--- src/hw/ssc_defines.vh ---
// Constants for the SRAM sleep control block.
// Assumes a single 25 MHz ref_clk; included by bare name.
`ifndef SSC_DEFINES_VH
`define SSC_DEFINES_VH
`define SSC_CLK_PERIOD_NS     40
`define SSC_ENTRY_CYCLES      2'h2
`define SSC_RECOVERY_TIME_NS  20
// Recovery time rounded up to whole clock periods, counter width
`define SSC_RECOVERY_CYCLES   2'h1
`define SSC_CNT_W             2
`define SSC_ST_AWAKE          2'h0
`define SSC_ST_ENTER          2'h1
`define SSC_ST_SLEEP          2'h2
`define SSC_ST_RECOVER        2'h3
`define SSC_CMD_DESELECT      2'h0
`define SSC_CMD_READ          2'h1
`define SSC_CMD_WRITE         2'h2
`define SSC_CMD_NOP           2'h3
`define SSC_DATA_W            36
`define SSC_ADDR_W            4
`define SSC_DEPTH             16
`endif

--- src/hw/ssc_counter.v ---
// Small down counter used to time sleep entry and recovery.
// Assumes load and load_value come from the controller on ref_clk.
`timescale 1ns/100ps
`include "ssc_defines.vh"
module ssc_counter (
  input  wire                  ref_clk,
  input  wire                  rstn,
  input  wire                  load,
  input  wire [`SSC_CNT_W-1:0] load_value,
  output wire                  done
);
  reg [`SSC_CNT_W-1:0] count;
  always @(posedge ref_clk or negedge rstn) begin
    if (!rstn) begin
      count <= {`SSC_CNT_W{1'b0}};
    end else if (load) begin
      count <= load_value;
    end else if (count != {`SSC_CNT_W{1'b0}}) begin
      count <= count - {{(`SSC_CNT_W-1){1'b0}}, 1'b1};
    end
  end
  assign done = (count == {{(`SSC_CNT_W-1){1'b0}}, 1'b1}) && !load;
endmodule

--- src/hw/ssc_sleep_ctrl.v ---
// SRAM core with sleep request control, deselect and output float.
// Assumes controller pins are synchronous to ref_clk; sleep_request sampled.
// Behaviour
// - Undriven sleep request counts as low
// - Sleep entered four cycles after request rises
// - Array and state kept while asleep
// - Normal operation after recovery time elapses
// - Deselected while sleep request stays high
// - Asleep: inputs ignored, data outputs floated
// - Sleep request independent of command inputs
`timescale 1ns/100ps
`include "ssc_defines.vh"
module ssc_sleep_ctrl (
  input  wire                  ref_clk,
  input  wire                  rstn,
  input  wire                  sleep_request,
  input  wire                  sleep_request_driven,
  input  wire [1:0]            cmd,
  input  wire [`SSC_ADDR_W-1:0] addr,
  input  wire [`SSC_DATA_W-1:0] wr_data,
  output reg  [`SSC_DATA_W-1:0] rd_data,
  output reg                   rd_data_oe,
  output wire                  asleep,
  output wire                  recovering,
  output wire                  write_refused
);
  reg [1:0]             state;
  reg [1:0]             next_state;
  reg                   req_sample;
  reg [`SSC_DATA_W-1:0] mem [0:`SSC_DEPTH-1];
  wire                  req_eff;
  reg                   cnt_load;
  reg  [`SSC_CNT_W-1:0] cnt_value;
  wire                  cnt_done;
  reg                   st_asleep;
  reg                   st_recover;
  reg                   cmd_read;
  reg                   cmd_write;
  wire                  sleep_next;
  wire                  serve_read;
  wire                  active;
  wire                  do_read;
  wire                  do_write;

  // Undriven pin reads as low, like a pull-down
  assign req_eff = sleep_request & sleep_request_driven;

  // Sampled every edge, no reset dependence on commands
  always @(posedge ref_clk or negedge rstn) begin
    if (!rstn) begin
      req_sample <= 1'b0;
    end else begin
      req_sample <= req_eff;
    end
  end

  // Counter load per state: entry on the first high sample, recovery
  // restarted by every low sample while asleep
  always @* begin
    cnt_load  = 1'b0;
    cnt_value = `SSC_RECOVERY_CYCLES;
    case (state)
      `SSC_ST_AWAKE: begin
        cnt_load  = req_sample;
        cnt_value = `SSC_ENTRY_CYCLES;
      end
      `SSC_ST_ENTER: begin
        // No reload, so entry runs out even if the request drops
        cnt_load  = 1'b0;
        cnt_value = `SSC_RECOVERY_CYCLES;
      end
      `SSC_ST_SLEEP: begin
        cnt_load  = !req_sample;
        cnt_value = `SSC_RECOVERY_CYCLES;
      end
      default: begin
        cnt_load  = 1'b0;
        cnt_value = `SSC_RECOVERY_CYCLES;
      end
    endcase
  end

  ssc_counter u_counter (
    .ref_clk    (ref_clk),
    .rstn       (rstn),
    .load       (cnt_load),
    .load_value (cnt_value),
    .done       (cnt_done)
  );

  always @* begin
    next_state = state;
    case (state)
      `SSC_ST_AWAKE: begin
        if (req_sample) begin
          next_state = `SSC_ST_ENTER;
        end
      end
      `SSC_ST_ENTER: begin
        // Four cycles after the rise, even if the request dropped
        if (cnt_done) begin
          next_state = `SSC_ST_SLEEP;
        end
      end
      `SSC_ST_SLEEP: begin
        // Sleep lasts as long as the request is high
        if (!req_sample) begin
          next_state = `SSC_ST_RECOVER;
        end
      end
      `SSC_ST_RECOVER: begin
        // A new rise during recovery goes straight back to sleep
        if (req_sample) begin
          next_state = `SSC_ST_SLEEP;
        end else if (cnt_done) begin
          next_state = `SSC_ST_AWAKE;
        end
      end
      default: begin
        next_state = `SSC_ST_AWAKE;
      end
    endcase
  end

  always @(posedge ref_clk or negedge rstn) begin
    if (!rstn) begin
      state <= `SSC_ST_AWAKE;
    end else begin
      state <= next_state;
    end
  end

  // Flags decoded per state; only the sleep state deselects the core
  always @* begin
    st_asleep  = 1'b0;
    st_recover = 1'b0;
    case (state)
      `SSC_ST_AWAKE: begin
        st_asleep  = 1'b0;
        st_recover = 1'b0;
      end
      `SSC_ST_ENTER: begin
        // Entry window still serves commands; the controller drains first
        st_asleep  = 1'b0;
        st_recover = 1'b0;
      end
      `SSC_ST_SLEEP: begin
        // Deselected for as long as the request stays high
        st_asleep  = 1'b1;
        st_recover = 1'b0;
      end
      `SSC_ST_RECOVER: begin
        st_asleep  = 1'b0;
        st_recover = 1'b1;
      end
      default: begin
        st_asleep  = 1'b0;
        st_recover = 1'b0;
      end
    endcase
  end

  assign asleep     = st_asleep;
  assign recovering = st_recover;
  assign active     = !st_asleep;
  // Look-ahead so a read on the entry edge never drives the bus asleep
  assign sleep_next = (next_state == `SSC_ST_SLEEP);

  // Deselect and nop both leave the array and rd_data alone; rd_data_oe drops
  always @* begin
    cmd_read  = 1'b0;
    cmd_write = 1'b0;
    case (cmd)
      `SSC_CMD_READ: begin
        cmd_read = 1'b1;
      end
      `SSC_CMD_WRITE: begin
        cmd_write = 1'b1;
      end
      `SSC_CMD_DESELECT: begin
        cmd_read  = 1'b0;
        cmd_write = 1'b0;
      end
      default: begin
        cmd_read  = 1'b0;
        cmd_write = 1'b0;
      end
    endcase
  end

  // Writes in recovery are refused rather than risk corruption
  assign do_write      = active && !st_recover && cmd_write;
  assign do_read       = active && cmd_read;
  assign serve_read    = do_read && !sleep_next;
  assign write_refused = st_recover && cmd_write;

  // Array untouched while asleep; no reset so contents survive
  always @(posedge ref_clk) begin
    if (do_write) begin
      mem[addr] <= wr_data;
    end
  end

  // Outputs float and inputs ignored while asleep
  always @(posedge ref_clk or negedge rstn) begin
    if (!rstn) begin
      rd_data_oe <= 1'b0;
    end else begin
      rd_data_oe <= serve_read;
    end
  end

  // Last word held while floated; saves toggling a bus nobody reads
  always @(posedge ref_clk or negedge rstn) begin
    if (!rstn) begin
      rd_data <= {`SSC_DATA_W{1'b0}};
    end else if (serve_read) begin
      rd_data <= mem[addr];
    end
  end
endmodule

--- config.mk ---
export PLATFORM = sky130hd
export DESIGN_NAME = ssc_sleep_ctrl
export DESIGN_NICKNAME = d
export VERILOG_FILES = /design/src/hw/ssc_counter.v /design/src/hw/ssc_sleep_ctrl.v
export VERILOG_INCLUDE_DIRS = /design/src /design/src/hw
export SDC_FILE = /design/constraint.sdc
export NUM_CORES = 1
export LEC_CHECK = 0
export BUFFER_PORTS_ARGS = -buffer_cell sky130_fd_sc_hd__buf_2
export CAP_MARGIN = 10
export CORE_UTILIZATION = 59
export CTS_CLUSTER_SIZE = 40
export DETAILED_ROUTE_END_ITERATION = 10
export MAX_ROUTING_LAYER = met4
export PLACE_DENSITY = 0.87
export SYNTH_ARGS = -nofsm -noshare
export SYNTH_HDL_FRONTEND = slang
export SYNTH_SLANG_ARGS = --single-unit
--- constraint.sdc ---
create_clock -name ref_clk -period 5.7 [get_ports ref_clk]
set_clock_uncertainty 0.15 [all_clocks]
set_input_delay 1.14 -clock ref_clk [delete_from_list [all_inputs] [get_ports ref_clk]]
set_output_delay 1.14 -clock ref_clk [all_outputs]
set_load 0.01 [all_outputs]
==> summary.md <==
| Metric | Value |
|---|---|
| #FFs+latches synth | just over 600 |
| # hold bufs at CTS | 0 |
| Fin nets | between 1000 and 1500 |
| Seq/Total Area, Yosys | 78.8% |
| Most common cell after layout, fill and taps aside | edfxtp_1 |
| GRT overflow | 0 |
| Mapped Area | around 23000 um^2 |
| Initial Utilization | between 50% and 60% |
| Crit Path Max Fanout | between 40 and 50 |
| GRT Total Usage | between 20% and 30% |
| First-pass GRT wire length | around 77000 um |
| GPL Wtd Cong | approximately 0.78 |
| IO Count | 86 |
| Commonest cells after routing, fill and taps aside | edfxtp_1, mux4_2, buf_2, mux2i_1, clkbuf_16 |
| Crit. End Element | flip-flop |
| Vias per inst | between 6 and 7 |
| Fmax | between 200 and 300 MHz |
| Unique masters post-synth | 39 |
| Max_slew headroom | 15.6% |
| Sequential share of power | slightly above 50% |
| M1 GR Usage | about a third |
| Clock Pin Slew Worst Setup and Hold Paths | 0.07 ns |
| CP Launch Type | primary input |
| Hold slack final | roughly 0.39 ns |
| Core Box Area | 38800 um^2 |
| Slew Viols, Final | 0 |
| Final Hold Vio Count | 0 |
| Final wirelength | approximately 52000 um |
| Std cell rows | a little over 70 |
| Top-area cell type share of the netlist area | 74.3% |
| Largest net degree at the start of global routing | 106 |
| Post-layout util | between 60% and 70% |
| Gr busiest metal | met2 |
| Yosys Warn Count | 0 |
| Iter 0 DRT Violations | around 1300 |
| Final setup viols | 0 |
| H-tree levels | 2 |
| Setup TNS | 0 ns |
| Final HPWL DP | approximately 27000 um |
| IO Port Bufs | 85 |
| Routed Antenna Nets | 0 |
| Number of fill cells | between 2000 and 2500 |
| Clock network power share | between 40% and 50% |
| Via count | roughly 12000 |
| Die Span X | around 200 um |
| Min cycle time layout | ~3.6 ns |
| TritonCTS clock tree | done |
| Final routed wire length divided by cell count | approximately 29 um |
| Maximum vdd drop | between 0.0002 and 0.0003 V |
| Initial antenna violation count | 1 |
| Net Sw Frac | 23.1% |
| Min-Delay Path Class | reg -> reg |
| Async S/R FF share, synth | around 6.8% |
| Comb pwr share | 8.8% |
| Mean area per synthesized cell | around 21 um^2 |
| Cell accounting for the most synthesized area | edfxtp_1 |
| Skew-Pair Late Insertion Delay | roughly 0.61 ns |
| Clk buf depth | 3 |
| RSZ-0062 raised after global routing | false |
| Layout cell share with drive strength beyond 1 | 27.0% |
| Met3 Usage GRT | between 4 and 5% |
| CTS Buf Count | 58 |
| Pwr per Cell Area | about 400 nW/um^2 |
| Die Span Y | 201 um |
| Main area contributors after synthesis | edfxtp_1, mux4_2, dfrtp_1, mux2i_1, a22oi_1 |
| Psw | roughly 2.4 mW |
| Status | complete, no violations |
| Vias in the first global route | approximately 12000 |
| CTS root buf | clkbuf_16 |
| Post-synth net total | about 1100 |
| Post-CTS Setup Bufs | 0 |
| DRC viols | 0 |
| Post-synth EDFFs | ~580 |
| Post-CTS resize count | 0 |
| Primary FF master, synth | edfxtp_1 |
| Layout area overhead | 13.3% |
| First-pass DRT Iterations | 7 |
| GR Layer Usage met2 | between 40 and 50% |
| CP required | about 5.9 ns |
| Leak pwr | roughly 8.7 nW |
| Max-cap violation count | 0 |
| Slew @ Worst Pin | around 1.3 ns |
| Final Cycle Share | between 60 and 70% |
| Mapped Cells | 1094 |
| CP Data Arrival Time | around 3.7 ns |
| Internal | between 7 and 8 mW |
| CTS Sinks | between 600 and 700 |
| Critical path class | in -> reg |
| Die ar. | a little over 40000 um^2 |
state kept, by name (all words and copies together), names as in the netlist:
signal and flops:
state 2, mem 576, req_sample 1, rd_data 36, u_counter.count 2, rd_data_oe 1
kinds of logic (layout without fill, tap and decap cells):
family                     after synthesis  count (layout)  share of synthesized area, %
AOI/OAI and AO/OA                      152             152                          4.32
xor gates and xnor gates                 1               1                        0.0376
adders and majority gates                2               2                         0.107
buffers and inverters                   64             224                          1.65
DFF                                    618             618                          78.8
muxes                                  181             181                          13.6
other                                    0               2                             0
and+or+nand+nor                         76              76                          1.52
stage by stage:
step / power (mW) / cells / worst slack, ns / cell area [um^2]
3_3_place_gp: 6.19 / 1662 / 1.73 / 24300
3_5_place_dp: 6.23 / 1662 / 1.54 / 24300
5_1_grt: 10.5 / 1773 / 1.97 / 26400
2_1_floorplan: 5.83 / 1094 / 0.560 / 23300
4_1_cts: 10.3 / 1771 / 2.10 / 26400
6_report: 10.2 / 1774 / 2.14 / 26400
synthesized netlist by cell type, drive strengths merged (4+ instances only):
| cell | n |
|---|---|
| a22oi | 37 |
| mux4 | 108 |
| o22ai | 36 |
| clkbuf | 24 |
| nor2 | 53 |
| nor3 | 4 |
| a21oi | 39 |
| edfxtp | 576 |
| mux2i | 72 |
| buf | 35 |
| inv | 5 |
| dfrtp | 42 |
| nor2b | 4 |
| a211oi | 36 |
power groups by stage:
stage                     Clock (mW)  Sequential, mW  Combinational, mW
final                           4.10            5.25              0.898
after global routing            4.29            5.27              0.973
after CTS                       4.12            5.25              0.905
after detailed placement           0            5.34              0.888
after global placement             0            5.34              0.852
after floorplan                    0            5.38              0.452
final cells by class:
type,count,area (um^2),area share [%]
Inverter,5,18.8,0.0711
Clock inverter,41,482,1.83
Clock buffer,68,1550,5.88
Multi-Input combinational cell,412,4680,17.7
Timing Repair Buffer,110,653,2.48
Tap cell,518,648,2.46
Antenna cell,2,5.00,0.0190
Sequential cell,618,18300,69.5
metal layers:
metal	routed length (um)	vias up	part of all wire, %
li1	-	4778	-
met1	19200	6065	37
met2	26900	649	52
met3	4090	129	7.9
met4	1820	0	3.5
met5	0	-	0
path summary, 6_finish.rpt:
| kind | cells after the start | end | from | slack [ns] |
|---|---|---|---|---|
| setup / recovery | 4 | mem[15][7]$_DFFE_PP_ | addr[0] | 2.14 |
| hold / removal | 2 | rd_data[4]$_DFFE_PN0P_ | rd_data[4]$_DFFE_PN0P_ | 0.39 |
| setup reg to reg | 4 | mem[15][7]$_DFFE_PP_ | state[1]$_DFF_PN0_ | 2.83 |
| hold reg to reg | 2 | rd_data[4]$_DFFE_PN0P_ | rd_data[4]$_DFFE_PN0P_ | 0.39 |
| max in group asynchronous | 2 | rd_data[16]$_DFFE_PN0P_ | rstn | 4.38 |
| min in group asynchronous | 2 | rd_data[3]$_DFFE_PN0P_ | rstn | 0.53 |
critical path, stage by stage:
cell and delay [ns]:
buf_4 0.66, nand3_1 0.55, nor2_4 0.94, buf_4 0.37
Power figures use the tool's default switching activity.
